$ cat src/hdl/sfps_pkg.sv
package sfps_pkg;
  // =====================================================
  // Timing
  // =====================================================
  localparam int CLK_MHZ = 125;
  localparam int POWER_UP_WAIT_MS = 2;
  localparam int POWER_UP_WAIT_CYC = POWER_UP_WAIT_MS * 1000 * CLK_MHZ;
  localparam int SLEEP_ENTRY_DELAY_US = 3;
  localparam int SLEEP_ENTRY_DELAY_CYC = SLEEP_ENTRY_DELAY_US * CLK_MHZ;
  localparam int NORMAL_READ_MAX_MHZ = 33;
  localparam int OTHER_CMD_MAX_MHZ = 50;
  // Host clock divider half periods, rounded up so the ceiling is kept
  localparam int READ_HALF_CEIL_CYC =
    (CLK_MHZ + 2 * NORMAL_READ_MAX_MHZ - 1) / (2 * NORMAL_READ_MAX_MHZ);
  localparam int OTHER_HALF_CEIL_CYC =
    (CLK_MHZ + 2 * OTHER_CMD_MAX_MHZ - 1) / (2 * OTHER_CMD_MAX_MHZ);
  // Read data returns through both synchronisers, so a period must span six cycles
  localparam int LINK_HALF_MIN_CYC = 3;
  localparam int READ_HALF_CYC =
    (READ_HALF_CEIL_CYC > LINK_HALF_MIN_CYC) ? READ_HALF_CEIL_CYC : LINK_HALF_MIN_CYC;
  localparam int OTHER_HALF_CYC =
    (OTHER_HALF_CEIL_CYC > LINK_HALF_MIN_CYC) ? OTHER_HALF_CEIL_CYC : LINK_HALF_MIN_CYC;
  localparam int CS_HIGH_CYC = 13;
  // =====================================================
  // Instruction codes
  // =====================================================
  localparam logic [7:0] READ_CMD = 8'h03;
  localparam logic [7:0] FAST_READ_CMD = 8'h0B;
  localparam logic [7:0] WRITE_UNLOCK_CMD = 8'h06;
  localparam logic [7:0] WRITE_LOCK_CMD = 8'h04;
  localparam logic [7:0] STATUS_READ_CMD = 8'h05;
  localparam logic [7:0] STATUS_WRITE_CMD = 8'h01;
  localparam logic [7:0] PAGE_WRITE_CMD = 8'h02;
  localparam logic [7:0] SECTOR_CLEAR_CMD = 8'hD8;
  localparam logic [7:0] WHOLE_CLEAR_CMD = 8'hC7;
  localparam logic [7:0] SLEEP_CMD = 8'hB9;
  localparam logic [7:0] WAKE_CMD = 8'hAB;
  // =====================================================
  // Delivered contents
  // =====================================================
  localparam logic [7:0] MEM_ERASED = 8'hFF;
  localparam logic [7:0] STATUS_RESET = 8'h00;
  localparam int WEL_BIT = 1;
  typedef enum logic [1:0] {
    SFPS_PWR_OFF = 2'b00,
    SFPS_PWR_WAIT = 2'b01,
    SFPS_PWR_STANDBY = 2'b10,
    SFPS_PWR_SLEEP = 2'b11
  } sfps_pwr_t;
endpackage

$ cat src/hdl/sfps_if.sv
`timescale 1ns/1ns
interface sfps_if;
  logic sck;
  logic cs_n;
  logic si;
  logic so;
  logic so_oe;
  modport dev (input sck, input cs_n, input si, output so, output so_oe);
  modport host (output sck, output cs_n, output si, input so, input so_oe);
endinterface // sfps_if

$ cat src/hdl/sfps_device.sv
`timescale 1ns/1ns
module sfps_device
  import sfps_pkg::*;
#(
  parameter int PU_WAIT_CYC = POWER_UP_WAIT_CYC
) (
  input wire logic clk,
  input wire logic reset_n,
  sfps_if.dev spi,
  input wire logic supply_ok,
  output logic in_sleep,
  output logic ready,
  output logic write_enable_latch_bit,
  output logic [7:0] last_cmd
);

  // =====================================================
  // Pin synchronisers
  // =====================================================
  logic [1:0] sck_s_q;
  logic [1:0] cs_s_q;
  logic [1:0] si_s_q;
  logic [1:0] ok_s_q;
  logic sck_old_q;
  // Two flops on every pin; only the second one is read
  always_ff @(posedge clk or negedge reset_n) begin
    if (!reset_n) begin
      sck_s_q <= 2'h0;
      cs_s_q <= 2'h3;
      si_s_q <= 2'h0;
      ok_s_q <= 2'h0;
      sck_old_q <= 1'b0;
    end else begin
      sck_s_q <= {sck_s_q[0], spi.sck};
      cs_s_q <= {cs_s_q[0], spi.cs_n};
      si_s_q <= {si_s_q[0], spi.si};
      ok_s_q <= {ok_s_q[0], supply_ok};
      sck_old_q <= sck_s_q[1];
    end
  end

  wire sck_v = sck_s_q[1];
  wire cs_n_v = cs_s_q[1];
  wire si_v = si_s_q[1];
  wire ok_v = ok_s_q[1];

  wire sck_rise = sck_v && !sck_old_q;
  wire sck_fall = !sck_v && sck_old_q;

  logic cs_old_q;
  wire cs_rise = cs_n_v && !cs_old_q;
  wire cs_fall = !cs_n_v && cs_old_q;

  // =====================================================
  // Power state
  // =====================================================
  sfps_pwr_t pwr_q, pwr_d;
  logic [31:0] pu_cnt_q;
  logic [31:0] dp_cnt_q;
  logic dp_pend_q;
  logic [7:0] sh_q;
  logic [3:0] bit_q;
  logic [7:0] cmd_q;
  logic cmd_valid_q;
  logic [7:0] out_q;
  logic so_oe_q;
  logic [5:0] rd_bits_q;

  wire pu_done = (pu_cnt_q >= 32'(PU_WAIT_CYC));
  // Select synchroniser and edge detect use five cycles of the sleep entry budget
  wire dp_done = (dp_cnt_q >= 32'(SLEEP_ENTRY_DELAY_CYC - 5));

  // Decoder open only when powered, waited and selected
  wire dec_en = (pwr_q == SFPS_PWR_STANDBY || pwr_q == SFPS_PWR_SLEEP) && !cs_n_v;
  wire byte_done = dec_en && sck_rise && (bit_q == 4'd7);
  wire [7:0] byte_in = {sh_q[6:0], si_v};
  wire first_byte = !cmd_valid_q;

  // Sleep only honours wake
  wire cmd_ok = (pwr_q != SFPS_PWR_SLEEP) || (byte_in == WAKE_CMD);
  wire take_cmd = byte_done && first_byte && cmd_ok;
  wire end_frame = cs_rise && cmd_valid_q;

  always_comb begin
    pwr_d = pwr_q;
    case (pwr_q)
      SFPS_PWR_OFF: if (ok_v) pwr_d = SFPS_PWR_WAIT;
      SFPS_PWR_WAIT: if (pu_done) pwr_d = SFPS_PWR_STANDBY;
      SFPS_PWR_STANDBY: if (dp_pend_q && dp_done) pwr_d = SFPS_PWR_SLEEP;
      SFPS_PWR_SLEEP: if (end_frame && cmd_q == WAKE_CMD) pwr_d = SFPS_PWR_STANDBY;
      default: pwr_d = SFPS_PWR_OFF;
    endcase
    if (!ok_v) pwr_d = SFPS_PWR_OFF;
  end

  always_ff @(posedge clk or negedge reset_n) begin
    if (!reset_n) begin
      pwr_q <= SFPS_PWR_OFF;
      pu_cnt_q <= 32'h0;
      cs_old_q <= 1'b1;
    end else begin
      pwr_q <= pwr_d;
      cs_old_q <= cs_n_v;
      if (pwr_q == SFPS_PWR_WAIT && !pu_done) pu_cnt_q <= pu_cnt_q + 32'h1;
      else if (pwr_q == SFPS_PWR_OFF) pu_cnt_q <= 32'h0;
    end
  end

  // Sleep entry timer, started by deselect after sleep_cmd
  always_ff @(posedge clk or negedge reset_n) begin
    if (!reset_n) begin
      dp_pend_q <= 1'b0;
      dp_cnt_q <= 32'h0;
    end else if (pwr_q != SFPS_PWR_STANDBY) begin
      dp_pend_q <= 1'b0;
      dp_cnt_q <= 32'h0;
    end else if (end_frame && cmd_q == SLEEP_CMD) begin
      dp_pend_q <= 1'b1;
      dp_cnt_q <= 32'h0;
    end else if (dp_pend_q) begin
      dp_cnt_q <= dp_cnt_q + 32'h1;
    end
  end

  // =====================================================
  // Shifter and command capture
  // =====================================================
  // Bits enter on the synchronised rising edge, MSB first
  always_ff @(posedge clk or negedge reset_n) begin
    if (!reset_n) begin
      sh_q <= 8'h00;
      bit_q <= 4'h0;
      cmd_q <= 8'h00;
      cmd_valid_q <= 1'b0;
    end else if (cs_n_v || !dec_en) begin
      bit_q <= 4'h0;
      cmd_valid_q <= 1'b0;
      if (cs_fall) cmd_q <= 8'h00;
    end else if (sck_rise) begin
      sh_q <= byte_in;
      bit_q <= (bit_q == 4'd7) ? 4'h0 : bit_q + 4'h1;
      if (take_cmd) begin
        cmd_q <= byte_in;
        cmd_valid_q <= 1'b1;
      end else if (byte_done && first_byte) begin
        cmd_q <= 8'h00;
        cmd_valid_q <= 1'b1;
      end
    end
  end

  // =====================================================
  // Latch and read data
  // =====================================================
  always_ff @(posedge clk or negedge reset_n) begin
    if (!reset_n) begin
      write_enable_latch_bit <= 1'b0;
    end else if (pwr_q == SFPS_PWR_OFF || pwr_q == SFPS_PWR_WAIT) begin
      write_enable_latch_bit <= 1'b0;
    end else if (take_cmd && byte_in == WRITE_UNLOCK_CMD) begin
      write_enable_latch_bit <= 1'b1;
    end else if (take_cmd && byte_in == WRITE_LOCK_CMD) begin
      write_enable_latch_bit <= 1'b0;
    end
  end

  wire [7:0] status_v = STATUS_RESET | (8'(write_enable_latch_bit) << WEL_BIT);
  wire is_rd = cmd_q == READ_CMD;
  wire rd_start = cmd_valid_q && ((cmd_q == STATUS_READ_CMD) ||
                  (is_rd && rd_bits_q >= 6'd32) || (cmd_q == FAST_READ_CMD && rd_bits_q >= 6'd40));

  // Answer bits leave on the synchronised falling edge
  always_ff @(posedge clk or negedge reset_n) begin
    if (!reset_n) begin
      out_q <= 8'h00;
      so_oe_q <= 1'b0;
      rd_bits_q <= 6'h0;
    end else if (cs_n_v || !dec_en) begin
      so_oe_q <= 1'b0;
      rd_bits_q <= 6'h0;
    end else begin
      if (sck_rise && rd_bits_q != 6'h3F) rd_bits_q <= rd_bits_q + 6'h1;
      if (sck_fall && rd_start) begin
        so_oe_q <= 1'b1;
        if (bit_q == 4'h0) out_q <= (cmd_q == STATUS_READ_CMD) ? status_v : MEM_ERASED;
        else out_q <= {out_q[6:0], 1'b0};
      end
    end
  end

  assign spi.so = out_q[7];
  assign spi.so_oe = so_oe_q;
  assign in_sleep = (pwr_q == SFPS_PWR_SLEEP);
  assign ready = (pwr_q == SFPS_PWR_STANDBY);
  assign last_cmd = cmd_q;
endmodule // sfps_device

$ cat src/flat_wrapper.sv
// flat-port wrapper written by rule: the top's interface ports become plain ports
module sfps_device_flat import sfps_pkg::*;
#(
  parameter int PU_WAIT_CYC = POWER_UP_WAIT_CYC
)
  (clk, reset_n, supply_ok, in_sleep, ready, write_enable_latch_bit, last_cmd, spi_sck, spi_cs_n, spi_si, spi_so, spi_so_oe);
  sfps_if spi_i ();
  input wire logic clk;
  input wire logic reset_n;
  input wire logic supply_ok;
  output logic in_sleep;
  output logic ready;
  output logic write_enable_latch_bit;
  output logic [7:0] last_cmd;
  input wire logic [$bits(spi_i.sck)-1:0] spi_sck;
  input wire logic [$bits(spi_i.cs_n)-1:0] spi_cs_n;
  input wire logic [$bits(spi_i.si)-1:0] spi_si;
  output wire logic [$bits(spi_i.so)-1:0] spi_so;
  output wire logic [$bits(spi_i.so_oe)-1:0] spi_so_oe;
  assign spi_i.sck = spi_sck;
  assign spi_i.cs_n = spi_cs_n;
  assign spi_i.si = spi_si;
  assign spi_so = spi_i.so;
  assign spi_so_oe = spi_i.so_oe;
  sfps_device #(.PU_WAIT_CYC(PU_WAIT_CYC)) u_core (.clk(clk), .reset_n(reset_n), .spi(spi_i), .supply_ok(supply_ok), .in_sleep(in_sleep), .ready(ready), .write_enable_latch_bit(write_enable_latch_bit), .last_cmd(last_cmd));
endmodule
$ cat config.mk
export PLATFORM = sky130hd
export DESIGN_NAME = sfps_device_flat
export DESIGN_NICKNAME = d
export VERILOG_FILES = /design/src/hdl/sfps_pkg.sv /design/src/hdl/sfps_if.sv /design/src/hdl/sfps_device.sv /design/src/flat_wrapper.sv
export SDC_FILE = /design/constraint.sdc
export NUM_CORES = 1
export LEC_CHECK = 0
export ABC_AREA = 1
export BUFFER_PORTS_ARGS = -buffer_cell sky130_fd_sc_hd__buf_2
export CAP_MARGIN = 20
export CORE_MARGIN = 10
export CORE_UTILIZATION = 40
export CTS_BUF_LIST = sky130_fd_sc_hd__clkbuf_8
export DETAILED_ROUTE_END_ITERATION = 10
export PLACE_DENSITY_LB_ADDON = 0.2
export SKIP_LAST_GASP = 1
export SYNTH_ARGS = -nofsm -noshare
export SYNTH_HDL_FRONTEND = slang
export SYNTH_SLANG_ARGS = --single-unit
$ cat constraint.sdc
create_clock -name clk -period 1.7 [get_ports clk]
set_input_delay 0.255 -clock clk [delete_from_list [all_inputs] [get_ports clk]]
set_output_delay 0.255 -clock clk [all_outputs]
set_load 0.02 [all_outputs]
==> flow_summary.toml <==
[status]
status = "completed"

[clock_tree]
cts_buffers = 17
htree_num_levels = 4
cts_max_path_buffers = 2
clk_latency_ns = 0.44
cts_tree = "done"
cts_num_sinks = 113
cts_root_buffer = "clkbuf_8"
clkTransAtPathRegs_ns = 0.08

[drt]
first_pass_iters = 5
ant_nets = 0
vias = 5458
wl_um = 14500
viasPerCell = 4.80
drtIter0Drc = 387
post-route-drc-count = 0
wl_per_cell_um = 12.8

[synthesis]
syn_nets = 851
netlist_top_cells_count = "228 x nand2_1, 132 x nor2_1, 126 x inv_1, 110 x dfrtp_1, 60 x o21ai_0"
synth_flop_cell = "dfrtp_1"
yosys_warnings = 0
synth.area.top_cells = "dfrtp_1 45%, nand2_1 14%, nor2_1 8.1%, inv_1 7.7%, o21ai_0 4.9%"
synth_edf_count = 0
yosysTopAreaCell = "dfrtp_1"
async_flop_share_pct = 100
synth-seq-cells = 113
avgSynthCellArea_um2 = 7.30
post-synth-top-area-fraction_pct = 45.1
syn_area_mm2 = 0.00611
synth_cells = 837
ys_seq_area_share_pct = 46.4
yosysUniqueCellTypes = 35
yosysMostFrequentCell = "nand2_1"

[finish]
area_growth_pct = 23.1
fill_cells = 1499
final_util_pct = 49.9
n_antenna_cell = 0
fin_nets = 949
drive_above_1_share_pct = 17.1

[critical_path]
crit_top_cell = "buf_4"
worst-path-buf-inv = 3
critPathKind = "register to register"
crit_path_start_kind = "register"
worst_path_dominant_cell_family = "simple AND/OR/NAND/NOR gates"
r2r_slack_ns = 0.06
crit_path_end_kind = "register"
ff2ff_path_depth = 9
critPathArrivalTime_ns = 2.00
path_cells = "ha_2 -> nand2_1 -> nor2_2 -> inv_2 -> nor3_4 -> buf_4 -> nand2_4 -> buf_4 -> o22ai_1"
cp_slowest_cell = "dfrtp_1"
required_ns = 2.06
crit_fanout = 5
path_depth = 9
cp_slowest_stage_delay_ns = 0.40

[sta]
finalMaxSlewViolations = 0
post-route-period-util_pct = 96.3
timing.hold.ws_ns = 0.269
max_freq_mhz = 611
skew_ns = 0.0142
rsz0062_at_grt = "yes"
relSlewSlack_pct = 73.8
period_needed_ns = 1.64
setup_viol = 0
hold_viol = 0
setup_tns_ns = 0
worst_pin_slew_ns = 0.389

[global_route]
grt_pass1_wl_um = 24000
met1_usage_pct = 19.4
gr-total-overflow = 0
antenna_found_initial = 0
grt_busiest_layer = "met2"
grt_pass1_vias = 5000
grtUsageTotal_pct = 14.5
met3_usage_pct = 3.89
use_met2_pct = 22.5
grt_max_degree = 37

[die]
io_pins = 19
core_area_mm2 = 0.0151
core.rowCount = 45
die_width_um = 144
die-area_mm2 = 0.0206
start_util_pct = 40.5
die_h_um = 144

[power]
pwr_density_cell_mw_per_mm2 = 799
peakVddDrop_uv = 867
power.leakage_nw = 3.55

[worst_hold_path]
hold_path_class = "primary input to asynchronous set/reset pin"

[placed_design]
place_congestion = 0.869
hpwl_um = 10400
io_buffer_count = 18

[job]
maxCapViolCount = 0
[final timing paths]
path | from | end
max in group asynchronous | reset_n | u_core.cs_s_q[1]
worst min register to register | u_core.ok_s_q[0] | u_core.ok_s_q[1]
min in group clk | u_core.ok_s_q[0] | u_core.ok_s_q[1]
worst max register to register | u_core.bit_q[0] | u_core.last_cmd[1]
worst max-delay path | u_core.bit_q[0] | u_core.last_cmd[1]
worst min-delay path | reset_n | u_core.last_cmd[6]
[routing by layer]
metal | share of wire, % | routed length (µm)
met1 | 48 | 7040
met2 | 47 | 6790
met3 | 3.7 | 544
met4 | 1.0 | 146
met5 | 0 | 0
[per-stage QoR]
| step | instance area [µm²] | cells | worst slack, ns | power (mW) |
|---|---|---|---|---|
| 2_1_floorplan | 6110 | 837 | 0.168 | 3.11 |
| 3_3_place_gp | 6810 | 1083 | -0.0802 | 3.36 |
| 3_5_place_dp | 6810 | 1083 | -0.160 | 3.36 |
| 4_1_cts | 7300 | 1122 | -0.0214 | 6.07 |
| 5_1_grt | 7520 | 1136 | -0.0679 | 6.28 |
| 6_report | 7520 | 1136 | 0.0634 | 6.01 |
[cell families after synthesis]
| logic type | count (synthesis) | synth area share, % |
|---|---|---|
| simple gates | 466 | 32.5 |
| buf+inv | 139 | 8.71 |
| flops | 113 | 46.4 |
| compound gates | 92 | 8.07 |
| xor+xnor | 19 | 2.72 |
| fa+ha+maj | 8 | 1.64 |
[what timing repair did]
action / 4_1_cts / 5_1_grt
gates resized for setup: 2 / 39
pin swaps: 0 / 9
setup buffers: 2 / 14
endpoints found under the hold margin: 24 / 0
hold buffers: 5 / 0
endpoints found under the setup margin: 15 / 66
[sequential cells by signal (all words and copies together) (netlist names)]
register	cells
u_core.write_enable_latch_bit	1
u_core.cmd_valid_q	1
u_core.dp_cnt_q	32
u_core.out_q	8
u_core.sh_q	7
u_core.cs_s_q	2
u_core.spi.so_oe	1
u_core.bit_q	4
u_core.sck_old_q	1
u_core.sck_s_q	2
u_core.dp_pend_q	1
u_core.rd_bits_q	6
u_core.pu_cnt_q	32
u_core.si_s_q	2
u_core.pwr_q	2
u_core.last_cmd	8
u_core.ok_s_q	2
u_core.cs_old_q	1
[power by group]
part / internal (mW) / total (mW) / leakage (nW) / switching (mW)
Clock: 1.39 / 2.67 / 0.210 / 1.28
Combinational: 0.187 / 0.548 / 1.80 / 0.361
Sequential: 2.75 / 2.79 / 1.54 / 0.0434
Total: 4.32 / 6.01 / 3.55 / 1.68
[placed cells by master (no fill, tap or decap), types with 2 or more instances in the layout]
cell type / Yosys / final
nand2_1: 228 / 228
inv_1: 126 / 124
nor2_1: 132 / 116
dfrtp_1: 110 / 107
buf_4: 1 / 63
o21ai_0: 60 / 56
nand3_1: 52 / 48
nand4_1: 22 / 22
clkbuf_8: 0 / 18
o22ai_1: 17 / 17
xor2_1: 16 / 16
buf_2: 5 / 15
nor2_2: 1 / 14
nor3_1: 15 / 13
a21oi_1: 10 / 10
inv_6: 0 / 8
ha_1: 8 / 7
nor2_4: 2 / 5
nand3_2: 1 / 5
o21ai_1: 1 / 5
dlygate4sd3_1: 0 / 5
buf_12: 0 / 5
inv_2: 3 / 4
clkinv_4: 0 / 4
nand2_4: 1 / 3
nor3_2: 1 / 3
xnor2_1: 3 / 3
dfstp_2: 3 / 3
dfrtp_2: 0 / 3
nor4_1: 2 / 2
nand3b_1: 2 / 2
bufinv_16: 0 / 2
[area by class of cell]
class | count | area (µm²) | area share (%)
inverters | 129 | 487 | 6.47
well taps | 188 | 235 | 3.13
flip-flops and latches | 113 | 2840 | 37.7
clock buffers | 18 | 248 | 3.29
clock inverters | 14 | 165 | 2.20
repair buffers | 89 | 709 | 9.43
multi-input cells | 585 | 2840 | 37.8
(Power assumes the default switching activity.)
